==> config.mk <==
export PLATFORM = sky130hd
export DESIGN_NAME = eomc_overhead_ctrl
export DESIGN_NICKNAME = d
export VERILOG_FILES = /design/src/shared/eomc_pkg.sv /design/src/eomc_ais_detect.sv /design/src/eomc_overhead_ctrl.sv
export SDC_FILE = /design/constraint.sdc
export NUM_CORES = 1
export LEC_CHECK = 0
export ABC_CLOCK_PERIOD_IN_PS = 1400
export BUFFER_PORTS_ARGS = -buffer_cell sky130_fd_sc_hd__buf_2
export CORE_AREA = 2 2 111 113
export CTS_CLUSTER_DIAMETER = 80
export DETAILED_ROUTE_END_ITERATION = 6
export DIE_AREA = 0 0 113 115
export GPL_ROUTABILITY_DRIVEN = 0
export PLACE_DENSITY = 0.53
export SYNTH_ARGS = -nofsm -noshare
export SYNTH_HDL_FRONTEND = slang
export SYNTH_SLANG_ARGS = --single-unit
export TNS_END_PERCENT = 10
==> constraint.sdc <==
create_clock -name core_clk -period 1.4 [get_ports core_clk]
set_input_delay 0.07 -clock core_clk [delete_from_list [all_inputs] [get_ports core_clk]]
set_output_delay 0.07 -clock core_clk [all_outputs]
set_load 0.03 [all_outputs]
==> src/shared/eomc_pkg.sv <==
// Constants for the E1 overhead and mode control register bank.
// Assumes an 8-bit microprocessor port with a 5-bit address.
package eomc_pkg;
  // ********************************************************
  // Register offsets
  // ********************************************************
  localparam logic [4:0] ADDR_MF_LINK_SEL = 5'h10;
  localparam logic [4:0] ADDR_MODE_SEL    = 5'h11;
  localparam logic [4:0] ADDR_NFA_CTRL    = 5'h12;

  // ********************************************************
  // Reset values
  // ********************************************************
  localparam logic [7:0] RST_MF_LINK_SEL = 8'h00;
  localparam logic [7:0] RST_MODE_SEL    = 8'h00;
  localparam logic [7:0] RST_NFA_CTRL    = 8'h9F;
  localparam logic [7:0] RDATA_UNMAPPED  = 8'h00;

  // ********************************************************
  // Field positions, multiframe and link select
  // ********************************************************
  localparam int BIT_AIS_SEL   = 7;
  localparam int BIT_MF_SEL    = 6;
  localparam int BIT_NAT_BUF   = 5;
  localparam int SPARE_MSB     = 4;
  localparam int SPARE_LSB     = 0;

  // ********************************************************
  // Field positions, mode selection
  // ********************************************************
  localparam int BIT_INTL_FAS  = 7;
  localparam int BIT_CRC_MOD   = 6;
  localparam int BIT_SOFT_RST  = 5;
  localparam int BIT_RAI_MAN   = 4;
  localparam int BIT_Y_MAN     = 3;
  localparam int BIT_TX_TRSP   = 2;
  localparam int BIT_CRC_SYNC  = 1;
  localparam int BIT_IWK_DIS   = 0;

  // ********************************************************
  // Field positions, non-frame-alignment control
  // ********************************************************
  localparam int BIT_INTL_NON_ALIGNMENT_WORD = 7;
  localparam int BIT_SPARE6    = 6;
  localparam int BIT_TX_ALARM  = 5;
  localparam int NAT_MSB       = 4;
  localparam int NAT_LSB       = 0;

  // ********************************************************
  // Link constants
  // ********************************************************
  localparam int          AIS_WINDOW_BITS = 512;
  localparam int          AIS_ZERO_LIMIT  = 3;
  localparam logic [4:0]  SPARE_FIRST     = 5'h10;
  localparam logic        NON_ALIGNMENT_WORD_BIT2       = 1'b1;
endpackage : eomc_pkg

==> src/eomc_ais_detect.sv <==
// AIS detector: counts zeros per 512-bit double-frame window.
// Assumes rx_bit is qualified by rx_bit_valid, one bit per strobe.
`timescale 1ns/1ns
`default_nettype none
module eomc_ais_detect #(
  parameter int WINDOW_BITS = eomc_pkg::AIS_WINDOW_BITS
) (
  input  wire logic core_clk,
  input  wire logic arst_n,
  input  wire logic soft_rst,
  input  wire logic rx_bit_valid,
  input  wire logic rx_bit,
  input  wire logic ais_criteria_select,
  output logic      ais_detect
);
  localparam int CW = $clog2(WINDOW_BITS);

  logic [CW-1:0] bit_cnt_ff, nxt_bit_cnt;
  logic [1:0]    zero_cnt_ff, nxt_zero_cnt;
  logic          prev_ok_ff, nxt_prev_ok;
  logic          ais_ff, nxt_ais;

  always_comb begin
    logic win_end;
    logic win_ok;
    logic [1:0] zc;
    win_end      = 1'b0;
    win_ok       = 1'b0;
    zc           = zero_cnt_ff;
    nxt_bit_cnt  = bit_cnt_ff;
    nxt_zero_cnt = zero_cnt_ff;
    nxt_prev_ok  = prev_ok_ff;
    nxt_ais      = ais_ff;
    if (soft_rst) begin
      nxt_bit_cnt  = '0;
      nxt_zero_cnt = 2'h0;
      nxt_prev_ok  = 1'b0;
      nxt_ais      = 1'b0;
    end else if (rx_bit_valid) begin
      // Saturate at the limit; only "fewer than three" matters
      if (!rx_bit && zc != 2'(eomc_pkg::AIS_ZERO_LIMIT)) begin
        zc = zc + 2'h1;
      end
      win_end = (bit_cnt_ff == CW'(WINDOW_BITS - 1));
      win_ok  = (zc < 2'(eomc_pkg::AIS_ZERO_LIMIT));
      if (win_end) begin
        nxt_bit_cnt  = '0;
        nxt_zero_cnt = 2'h0;
        nxt_prev_ok  = win_ok;
        nxt_ais      = ais_criteria_select ? (win_ok && prev_ok_ff) : win_ok;
      end else begin
        nxt_bit_cnt  = bit_cnt_ff + CW'(1);
        nxt_zero_cnt = zc;
      end
    end
  end

  always_ff @(posedge core_clk or negedge arst_n) begin
    if (!arst_n) begin
      bit_cnt_ff  <= '0;
      zero_cnt_ff <= 2'h0;
      prev_ok_ff  <= 1'b0;
      ais_ff      <= 1'b0;
    end else begin
      bit_cnt_ff  <= nxt_bit_cnt;
      zero_cnt_ff <= nxt_zero_cnt;
      prev_ok_ff  <= nxt_prev_ok;
      ais_ff      <= nxt_ais;
    end
  end

  assign ais_detect = ais_ff;
endmodule : eomc_ais_detect
`default_nettype wire

==> src/eomc_overhead_ctrl.sv <==
// E1 overhead and mode control registers with time slot zero overhead build.
// Assumes a synchronous microprocessor port: one-cycle write and read strobes,
// a transmit frame-start pulse and receive multiframe pulses from the framer.
// Contract
// - AIS criteria: one or two windows
// - Marker follows signalling or CRC-4 multiframe
// - NON_ALIGNMENT_WORD word source: buffer or register
// - Set spare-select bits route bits to link
// - Transparent mode forces first spare bit only
// - FAS international bit sent when CRC off
// - Remainder modify only in transparent mode
// - Soft reset bit rising restores defaults
// - A bit automatic from sync, or manual
// - Y bit automatic from alignment, or manual
// - Transparent mode imposes no framing
// - CRC-4 sync disable frees international bits
// - Interworking enabled while disable bit zero
// - NON_ALIGNMENT_WORD international bit sent when CRC off
// - Remote alarm bit is the A bit
// - National bits fill unassigned spare positions
`timescale 1ns/1ns
`default_nettype none
module eomc_overhead_ctrl #(
  parameter int AIS_WINDOW = eomc_pkg::AIS_WINDOW_BITS
) (
  input  wire logic       core_clk,
  input  wire logic       arst_n,
  // Microprocessor port
  input  wire logic [4:0] cpu_addr,
  input  wire logic       cpu_wr,
  input  wire logic       cpu_rd,
  input  wire logic [7:0] cpu_wdata,
  output logic      [7:0] cpu_rdata,
  // Framer status and timing
  input  wire logic       tx_frame_start,
  input  wire logic       basic_sync_ok,
  input  wire logic       mf_align_ok,
  input  wire logic       ybit_manual_value,
  input  wire logic [4:0] national_buffer_word,
  input  wire logic       rx_sig_mf_start,
  input  wire logic       rx_crc_mf_start,
  input  wire logic       rx_bit_valid,
  input  wire logic       rx_bit,
  // Transmit overhead
  output logic      [7:0] tx_fas_intl_word,
  output logic      [7:0] non_alignment_word,
  output logic      [4:0] spare_bit_link_mask,
  output logic            tx_ybit,
  output logic            tx_transparent,
  output logic            crc4_sync_en,
  output logic            crc_interwork_en,
  output logic            crc_remainder_modify_en,
  // Receive side and soft reset pulse
  output logic            rx_multiframe_marker,
  output logic            ais_detect,
  output logic            soft_reset_pulse
);
  // ********************************************************
  // Register file
  // ********************************************************
  logic [7:0] mf_link_ff, nxt_mf_link;
  logic [7:0] mode_ff,    nxt_mode;
  logic [7:0] nfa_ff,     nxt_nfa;
  logic       rst_bit_ff, nxt_rst_bit;
  logic       soft_rst_ff, nxt_soft_rst;
  logic [7:0] rdata_ff,   nxt_rdata;

  function automatic logic [7:0] reg_read(input logic [4:0] addr,
                                          input logic [7:0] r10,
                                          input logic [7:0] r11,
                                          input logic [7:0] r12);
    logic [7:0] val;
    val = eomc_pkg::RDATA_UNMAPPED;
    unique case (addr)
      eomc_pkg::ADDR_MF_LINK_SEL: val = r10;
      eomc_pkg::ADDR_MODE_SEL:    val = r11;
      eomc_pkg::ADDR_NFA_CTRL:    val = r12;
      default:                    val = eomc_pkg::RDATA_UNMAPPED;
    endcase
    return val;
  endfunction : reg_read

  always_comb begin
    logic rise;
    rise         = 1'b0;
    nxt_mf_link  = mf_link_ff;
    nxt_mode     = mode_ff;
    nxt_nfa      = nfa_ff;
    nxt_rst_bit  = rst_bit_ff;
    nxt_soft_rst = 1'b0;
    nxt_rdata    = rdata_ff;
    if (cpu_wr) begin
      unique case (cpu_addr)
        eomc_pkg::ADDR_MF_LINK_SEL: nxt_mf_link = cpu_wdata;
        eomc_pkg::ADDR_MODE_SEL: begin
          nxt_mode    = cpu_wdata;
          nxt_rst_bit = cpu_wdata[eomc_pkg::BIT_SOFT_RST];
          rise        = cpu_wdata[eomc_pkg::BIT_SOFT_RST] && !rst_bit_ff;
        end
        // Bit six is stored as written; keeping it zero is software's job
        eomc_pkg::ADDR_NFA_CTRL: nxt_nfa = cpu_wdata;
        default: ;
      endcase
    end
    // Only the zero-to-one edge resets; holding the bit high does nothing
    if (rise) begin
      nxt_mf_link  = eomc_pkg::RST_MF_LINK_SEL;
      nxt_mode     = eomc_pkg::RST_MODE_SEL;
      nxt_mode[eomc_pkg::BIT_SOFT_RST] = 1'b1;
      nxt_nfa      = eomc_pkg::RST_NFA_CTRL;
      nxt_soft_rst = 1'b1;
    end
    if (cpu_rd) begin
      nxt_rdata = reg_read(cpu_addr, mf_link_ff, mode_ff, nfa_ff);
    end
  end

  always_ff @(posedge core_clk or negedge arst_n) begin
    if (!arst_n) begin
      mf_link_ff  <= eomc_pkg::RST_MF_LINK_SEL;
      mode_ff     <= eomc_pkg::RST_MODE_SEL;
      nfa_ff      <= eomc_pkg::RST_NFA_CTRL;
      rst_bit_ff  <= 1'b0;
      soft_rst_ff <= 1'b0;
      rdata_ff    <= eomc_pkg::RDATA_UNMAPPED;
    end else begin
      mf_link_ff  <= nxt_mf_link;
      mode_ff     <= nxt_mode;
      nfa_ff      <= nxt_nfa;
      rst_bit_ff  <= nxt_rst_bit;
      soft_rst_ff <= nxt_soft_rst;
      rdata_ff    <= nxt_rdata;
    end
  end

  assign cpu_rdata        = rdata_ff;
  assign soft_reset_pulse = soft_rst_ff;

  // ********************************************************
  // Mode flags (static levels)
  // ********************************************************
  logic       trsp_ff,    nxt_trsp;
  logic       csync_ff,   nxt_csync;
  logic       iwk_ff,     nxt_iwk;
  logic       crcmod_ff,  nxt_crcmod;

  always_comb begin
    nxt_trsp   = mode_ff[eomc_pkg::BIT_TX_TRSP];
    nxt_csync  = !mode_ff[eomc_pkg::BIT_CRC_SYNC];
    nxt_iwk    = !mode_ff[eomc_pkg::BIT_IWK_DIS];
    // Remainder update has no meaning when the device frames itself
    nxt_crcmod = mode_ff[eomc_pkg::BIT_CRC_MOD] && mode_ff[eomc_pkg::BIT_TX_TRSP];
  end

  always_ff @(posedge core_clk or negedge arst_n) begin
    if (!arst_n) begin
      trsp_ff   <= 1'b0;
      csync_ff  <= 1'b1;
      iwk_ff    <= 1'b1;
      crcmod_ff <= 1'b0;
    end else begin
      trsp_ff   <= nxt_trsp;
      csync_ff  <= nxt_csync;
      iwk_ff    <= nxt_iwk;
      crcmod_ff <= nxt_crcmod;
    end
  end

  assign tx_transparent          = trsp_ff;
  assign crc4_sync_en            = csync_ff;
  assign crc_interwork_en        = iwk_ff;
  assign crc_remainder_modify_en = crcmod_ff;

  // ********************************************************
  // Time slot zero overhead, latched per frame
  // ********************************************************
  // Outputs change only on tx_frame_start so no frame sees a mix of old and
  // new settings; the cost is up to one frame of latency after a write.
  logic [7:0] fas_ff,   nxt_fas;
  logic [7:0] non_alignment_word_ff,  nxt_non_alignment_word;
  logic [4:0] mask_ff,  nxt_mask;
  logic       ybit_ff,  nxt_ybit;
  logic [4:0] spare_sel;
  logic [4:0] spare_nat;
  logic [4:0] spare_out;

  // Transparent mode ignores the select bits and hands only the first spare bit to the link
  assign spare_sel = mode_ff[eomc_pkg::BIT_TX_TRSP] ? eomc_pkg::SPARE_FIRST
                   : mf_link_ff[eomc_pkg::SPARE_MSB:eomc_pkg::SPARE_LSB];
  assign spare_nat = mf_link_ff[eomc_pkg::BIT_NAT_BUF] ? national_buffer_word
                   : nfa_ff[eomc_pkg::NAT_MSB:eomc_pkg::NAT_LSB];

  // Link positions are sent as zero here; the link controller fills them later
  for (genvar g = 0; g < 5; g++) begin : g_spare
    assign spare_out[g] = spare_sel[g] ? 1'b0 : spare_nat[g];
  end

  always_comb begin
    logic [4:0] sel;
    logic [4:0] sa;
    logic       abit;
    logic       intl;
    sel      = spare_sel;
    sa       = spare_out;
    abit     = 1'b0;
    intl     = 1'b1;
    nxt_fas  = fas_ff;
    nxt_non_alignment_word = non_alignment_word_ff;
    nxt_mask = mask_ff;
    nxt_ybit = ybit_ff;
    if (mode_ff[eomc_pkg::BIT_RAI_MAN]) begin
      abit = nfa_ff[eomc_pkg::BIT_TX_ALARM];
    end else begin
      abit = !basic_sync_ok;
    end
    intl = nfa_ff[eomc_pkg::BIT_INTL_NON_ALIGNMENT_WORD];
    if (tx_frame_start) begin
      // Bit one in MSB; the CRC engine overwrites it while sync is enabled
      nxt_fas  = {mode_ff[eomc_pkg::BIT_INTL_FAS], 7'h00};
      nxt_non_alignment_word = {intl, eomc_pkg::NON_ALIGNMENT_WORD_BIT2, abit, sa};
      nxt_mask = sel;
      nxt_ybit = mode_ff[eomc_pkg::BIT_Y_MAN] ? ybit_manual_value : !mf_align_ok;
    end
  end

  always_ff @(posedge core_clk or negedge arst_n) begin
    if (!arst_n) begin
      fas_ff  <= 8'h80;
      non_alignment_word_ff <= 8'hFF;
      mask_ff <= 5'h00;
      ybit_ff <= 1'b1;
    end else begin
      fas_ff  <= nxt_fas;
      non_alignment_word_ff <= nxt_non_alignment_word;
      mask_ff <= nxt_mask;
      ybit_ff <= nxt_ybit;
    end
  end

  assign tx_fas_intl_word    = fas_ff;
  assign non_alignment_word  = non_alignment_word_ff;
  assign spare_bit_link_mask = mask_ff;
  assign tx_ybit             = ybit_ff;

  // ********************************************************
  // Receive multiframe marker
  // ********************************************************
  logic marker_ff, nxt_marker;

  always_comb begin
    nxt_marker = mf_link_ff[eomc_pkg::BIT_MF_SEL] ? rx_crc_mf_start : rx_sig_mf_start;
  end

  always_ff @(posedge core_clk or negedge arst_n) begin
    if (!arst_n) begin
      marker_ff <= 1'b0;
    end else begin
      marker_ff <= nxt_marker;
    end
  end

  assign rx_multiframe_marker = marker_ff;

  // ********************************************************
  // AIS detection
  // ********************************************************
  eomc_ais_detect #(
    .WINDOW_BITS (AIS_WINDOW)
  ) u_ais (
    .core_clk            (core_clk),
    .arst_n              (arst_n),
    .soft_rst            (soft_rst_ff),
    .rx_bit_valid        (rx_bit_valid),
    .rx_bit              (rx_bit),
    .ais_criteria_select (mf_link_ff[eomc_pkg::BIT_AIS_SEL]),
    .ais_detect          (ais_detect)
  );
endmodule : eomc_overhead_ctrl
`default_nettype wire
# Word-level counts from Yosys, hierarchy flattened
# Index checks and enable logic that the tools add are counted.
[totals] reg_bits=66 in_bits=30 output_inout_bits=37 elab_cells=87
[classes] add_sub_neg=2 n_lt_le_gt_ge=1 n_eq_ne=5 muxes=39 n_reduce_logical=21
[ops] op="$mux W8" count=9
[ops] op="$mux W9" count=3
[ops] op="$pmux W8 S3" count=1
[ops] op="$mux W1" count=18
[ops] op="$eq A5 B5 Y1 const B" count=3
[ops] op="$mux W2" count=6
[ops] op="$reduce_bool A2 Y1" count=6
[ops] op="$mux W5" count=2
[ops] op="$reduce_and A2 Y1" count=5
[ops] op="$add A9 B1 Y9 const B" count=1
[ops] op="$eq A9 B9 Y1 const B" count=1
[ops] op="$logic_not A1 Y1" count=6
[ops] op="$logic_and A1 B1 Y1" count=4
[ops] op="$add A2 B1 Y2 const B" count=1
[ops] op="$lt A2 B2 Y1 const B" count=1
[ops] op="$ne A2 B2 Y1 const B" count=1

# Logic depth before layout (Yosys ltp)
[depth] ltp_word=11 mapped_depth=7 ltp_nobuf=7

# Modules after synthesis
# Synthesis repeated with hierarchy kept, for this count alone.
[unflattened] hier_cells=298 hier_area_um2=3139.3
[modules_own_cells] mod="eomc_overhead_ctrl" instances=1 cells_each=223 area_per_inst_um2=2428.6 seq_area_each_um2=1347.5
[modules_own_cells] mod="eomc_ais_detect" instances=1 cells_each=75 area_per_inst_um2=710.7 seq_area_each_um2=325.3

# Worst setup path before layout
# OpenSTA, ideal clock, no wires.
[synth_path] path_type="reg-to-reg" start="register u_ais.bit_cnt_ff[0]" end="register u_ais.ais_ff (netlist: u_ais.ais_detect)" setup_ns=0.083 t_arrival_ns=1.372 required_time_ns=1.317 slack_ns=-0.054 stages_incl_launch_ff=8 n_path_buf=0 synth_period_minus_slack_ns=1.454 cell_sequence="dfrtp_1 -> ha_1 -> nand3_1 -> nor2_1 -> ha_1 -> a21o_1 -> o21ai_0 -> o21ai_0"
[synth_via] elab_chain_len=3
[synth_lines] element="start, declared" line_no="eomc_ais_detect.sv:18" text="logic [CW-1:0] bit_cnt_ff, nxt_bit_cnt;"
[synth_lines] element="start signal, assigned" line_no="eomc_ais_detect.sv:65" text="bit_cnt_ff <= nxt_bit_cnt;"
[synth_lines] element="$eq A9 B9 Y1" line_no="eomc_ais_detect.sv:44" text="win_end = (bit_cnt_ff == CW'(WINDOW_BITS - 1));"
[synth_lines] element="$reduce_bool A2 Y1 (no source line)"
[synth_lines] element="$reduce_and A2 Y1 (no source line)"
[synth_lines] element="end signal, assigned" line_no="eomc_ais_detect.sv:68" text="ais_ff <= nxt_ais;"
[synth_lines] element="end, declared" line_no="eomc_ais_detect.sv:21" text="logic ais_ff, nxt_ais;"
# Every way passes these cells.
# A chain may end at the register's enable or synchronous reset.

# Final worst setup path
[layout_path] start="register u_ais.bit_cnt_ff[5]" end="register u_ais.bit_cnt_ff[5]"
[layout_via] elab_chain_len=4 elab_cells_between_ends=5 cone_classes="add/sub (1); eq/ne (1); mux (3)"
[layout_lines] element="$add A9 B1 Y9 or $eq A9 B9 Y1 (tied branches)" line_no="eomc_ais_detect.sv:52, eomc_ais_detect.sv:44"
[layout_lines] element="$mux W9 (*)" line_no="eomc_ais_detect.sv:46" text="if (win_end) begin"
[layout_lines] element="$mux W9 (*)" line_no="eomc_ais_detect.sv:39" text="end else if (rx_bit_valid) begin"
[layout_lines] element="$mux W9 (*)" line_no="eomc_ais_detect.sv:34" text="if (soft_rst) begin"
# Every way passes the cells marked *; elsewhere a longest branch is shown, timed or not. The select of a mux whose other input is x is not followed.

==> results.cfg <==
[clocking]
cts-buffers-inserted = 9
clockBufferDepth = 2
cts_setup_buffers = 0
cts_tree = yes
htree_levels = 3
cts.sinks = 66
clock_latency_ps = 330
cts_root_buf = clkbuf_16
clk_pin_slew_ps = 60

[critical_path]
cp.arrival_ps = 1620
r2r_end = u_ais.bit_cnt_ff[5]
path_class = flip-flop to flip-flop
timing.rr.start = u_ais.bit_cnt_ff[5]
crit_path_start_kind = flip-flop
r2r_cells = 6
r2r_setup_slack_ps = -10
end_kind = flip-flop
required_ps = 1610
slowest_delay_ps = 370
crit_path_top_delay_cell = dfrtp_1
worstPathMaxFanout = 6
path_cells = nand4_1 > nor2_4 > ha_4 > a21o_1 > buf_6 > a21oi_2

[sta]
setup_viol = 4
fin_ws_ps = -11.97
final-max-slew-violation-count = 0
finalHoldViolations = 0
fin_crit_sh = 1.009
period_needed_ps = 1412
rsz0062_at_grt = true
fmax_mhz = 708.2
skew_ps = 8.206

[floorplan]
initial_core_util = 0.2757
die_area_sq_um = 13000
ios = 67
rows = 40
fp.dieH_microns = 115
coreArea_sq_um = 11810
die_w_microns = 113

[placement]
place_hpwl_mm = 6.329
dpl.cell_count = 514
pre_cts_ws_ps = -75.07
portBuffers = 58

[detailed_routing]
wl_mm = 8.957
viasPerCell = 4.929
drc = 5
drt_pass1_iterations = 6
dr_total_vias = 2652
postRouteAntennaNets = 0
dr.first_iter.drc_count = 195
wire_per_inst_microns = 16.65

[logic_synthesis]
synth-simple-area-share = 0.1145
synth_fa_ha_area_frac = 0.01153
synth_cells = 296
synth_top_family_by_area = compound AO/OA/AOI/OAI gates
synth_compound_area_frac = 0.1817
ys_seq_area_frac = 0.5136
synth_edf_count = 0
ys_types = 52
syn_area_sq_um = 3257
yosys_warnings = 0
synth_ff_type = dfrtp_1
synth.avg_cell_area_sq_um = 11.00
synthArstFlopShare = 1.000
synthXorXnorAreaFrac = 0.005378
ys_seq_elements = 66
yosys-mux-area-fraction = 0.1076

[worst_hold_path]
min_from = cpu_wdata[6]
hp-class = input pin to flip-flop
hold_end = mode_ff[6]
holdPathStages = 3

[global_routing]
antenna_found_initial = 0
grt.total_usage = 0.1437
gr-total-overflow = 0
first_global_vias = 2657
grt_start_max_net_pins = 35
grt_pass1_wl_mm = 14.34

[pwr]
p_leak_nw = 2.001
switching_share = 0.2910
clockPowerShare = 0.394
p_total_w = 0.006739
p_sw_w = 0.001961
vdd_drop_max_mv = 0.5542
seq_power_share = 0.376
intPower_w = 0.004777
power_frac_comb = 0.230
cellPowerDensity_nw_per_um2 = 1551

[finish]
fin_cells = 538
diodes = 0
drive_gt1_frac = 0.4066
syn2layout_area_growth_pct = 33.38
nets = 419

[status]
status = finished with violations
failed_checks = DRC, setup timing

[run]
drv_cap = 0
logic make-up (layout without fill, tap and decap cells):
kind of cell | count (synthesis) | after routing
flip-flops | 66 | 66
other | 2 | 8
multiplexers | 32 | 32
AND/OR/NAND/NOR | 62 | 62
adder cells (fa/ha/maj) | 3 | 3
AO/OA/AOI/OAI | 87 | 87
buffers and inverters | 42 | 131
XOR/XNOR | 2 | 2
worst max-delay path, delay by kind of cell, from the launching register on:
| family | cells | cell delay (ps) |
|---|---|---|
| AOI/OAI and AO/OA | 2 | 200 |
| adders and majority gates | 1 | 180 |
| buffers and inverters | 1 | 130 |
| DFF | 1 | 370 |
| and+or+nand+nor | 2 | 420 |
power by group through the flow:
stage          sequential (W)  combinational (W)  clock, W
6_report              0.00253            0.00155   0.00266
3_3_place_gp          0.00255            0.00149         0
5_1_grt               0.00258            0.00168   0.00279
3_5_place_dp          0.00256            0.00152         0
4_1_cts               0.00253            0.00156   0.00271
2_1_floorplan         0.00275           0.000727         0
worst max path at each step:
stage / slack (ps) / depth (start not counted) / from / endpoint
finish: -10 / 6 / u_ais.bit_cnt_ff[5] / u_ais.bit_cnt_ff[5]
global route: -110 / 6 / u_ais.bit_cnt_ff[5] / u_ais.bit_cnt_ff[6]
CTS: 2 / 4 / u_ais.zero_cnt_ff[0] / u_ais.prev_ok_ff
detailed placement: -80 / 7 / u_ais.bit_cnt_ff[1] / u_ais.bit_cnt_ff[5]
global placement: 2 / 7 / u_ais.bit_cnt_ff[1] / u_ais.bit_cnt_ff[6]
floorplan: -20 / 7 / u_ais.bit_cnt_ff[0] / u_ais.ais_detect
repair_timing:
action                     in CTS  in global routing
hold buffers                    8                  0
setup endpoints to repair      12                 13
resized for setup               7                  4
hold endpoints to repair       27                  0
pin swaps                       4                  3
cells in the mapped netlist (9+ instances only):
library cell	number	area [sq um]
mux2_2	16	180.2
buf_4	10	75.07
mux2i_1	14	140.1
inv_1	17	63.81
nor2_1	11	41.29
a21oi_1	21	105.1
nand2_1	15	56.30
dfrtp_1	49	1226
o22ai_1	9	56.30
dfstp_2	17	446.7
o21ai_0	15	75.07
metrics by stage:
stage / hold WS, ps / utilization / setup TNS (ps) / instance area, sq um
after floorplan: -225.6 / - / -23.62 / 3284
after global placement: 32.52 / 0.3278 / 0 / 3871
after detailed placement: 29.30 / 0.3278 / -444.3 / 3871
after CTS: 0.2074 / 0.3669 / 0 / 4334
after global routing: 5.212 / 0.3678 / -906.2 / 4344
final: 11.06 / 0.3678 / -23.32 / 4344
cell usage in the layout (no fill, tap or decap), types with 3 or more instances in the layout:
master | Yosys | final
nand2b_1 | 4 | 4
a22o_1 | 7 | 7
nor2_1 | 11 | 10
a31o_2 | 4 | 4
nand3_1 | 8 | 7
mux2_2 | 16 | 16
buf_2 | 3 | 58
nor2b_1 | 6 | 6
buf_4 | 10 | 28
o21ai_1 | 0 | 3
a32oi_1 | 8 | 8
o21ai_0 | 15 | 12
mux2i_1 | 14 | 14
o211ai_1 | 6 | 6
a21oi_1 | 21 | 19
clkbuf_16 | 0 | 9
nand2_1 | 15 | 15
dfstp_2 | 17 | 17
or3_1 | 3 | 3
dlygate4sd3_1 | 0 | 8
inv_1 | 17 | 17
dfrtp_1 | 49 | 49
bufinv_16 | 0 | 3
o22ai_1 | 9 | 9
conb_1 | 2 | 8
cell type report:
| cell class | count | area (sq um) |
|---|---|---|
| sequential | 66 | 1673 |
| fill | 1181 | 7467 |
| inverter | 18 | 67.56 |
| multi-input combinational | 194 | 1445 |
| clock buffer | 10 | 239.0 |
| tap | 147 | 183.9 |
| clock inverter | 6 | 112.6 |
| timing repair buffer | 97 | 623.1 |
registers in the layout, summed over array words and instances (netlist names), 2 cells and up:
register,cells
mode_ff,8
mf_link_ff,8
cpu_rdata,8
nfa_ff,8
u_ais.zero_cnt_ff,2
u_ais.bit_cnt_ff,9
non_alignment_word,7
spare_bit_link_mask,5
layer usage:
metal | part of all wire | vias up | global-route usage
met2 | 0.47 | 67 | 0.2263
met3 | 0.048 | 21 | 0.04006
li1 | - | 1247 | -
met5 | 0 | - | 0
met4 | 0.030 | 0 | 0.06748
met1 | 0.45 | 1317 | 0.1840
(Power assumes the default switching activity.)
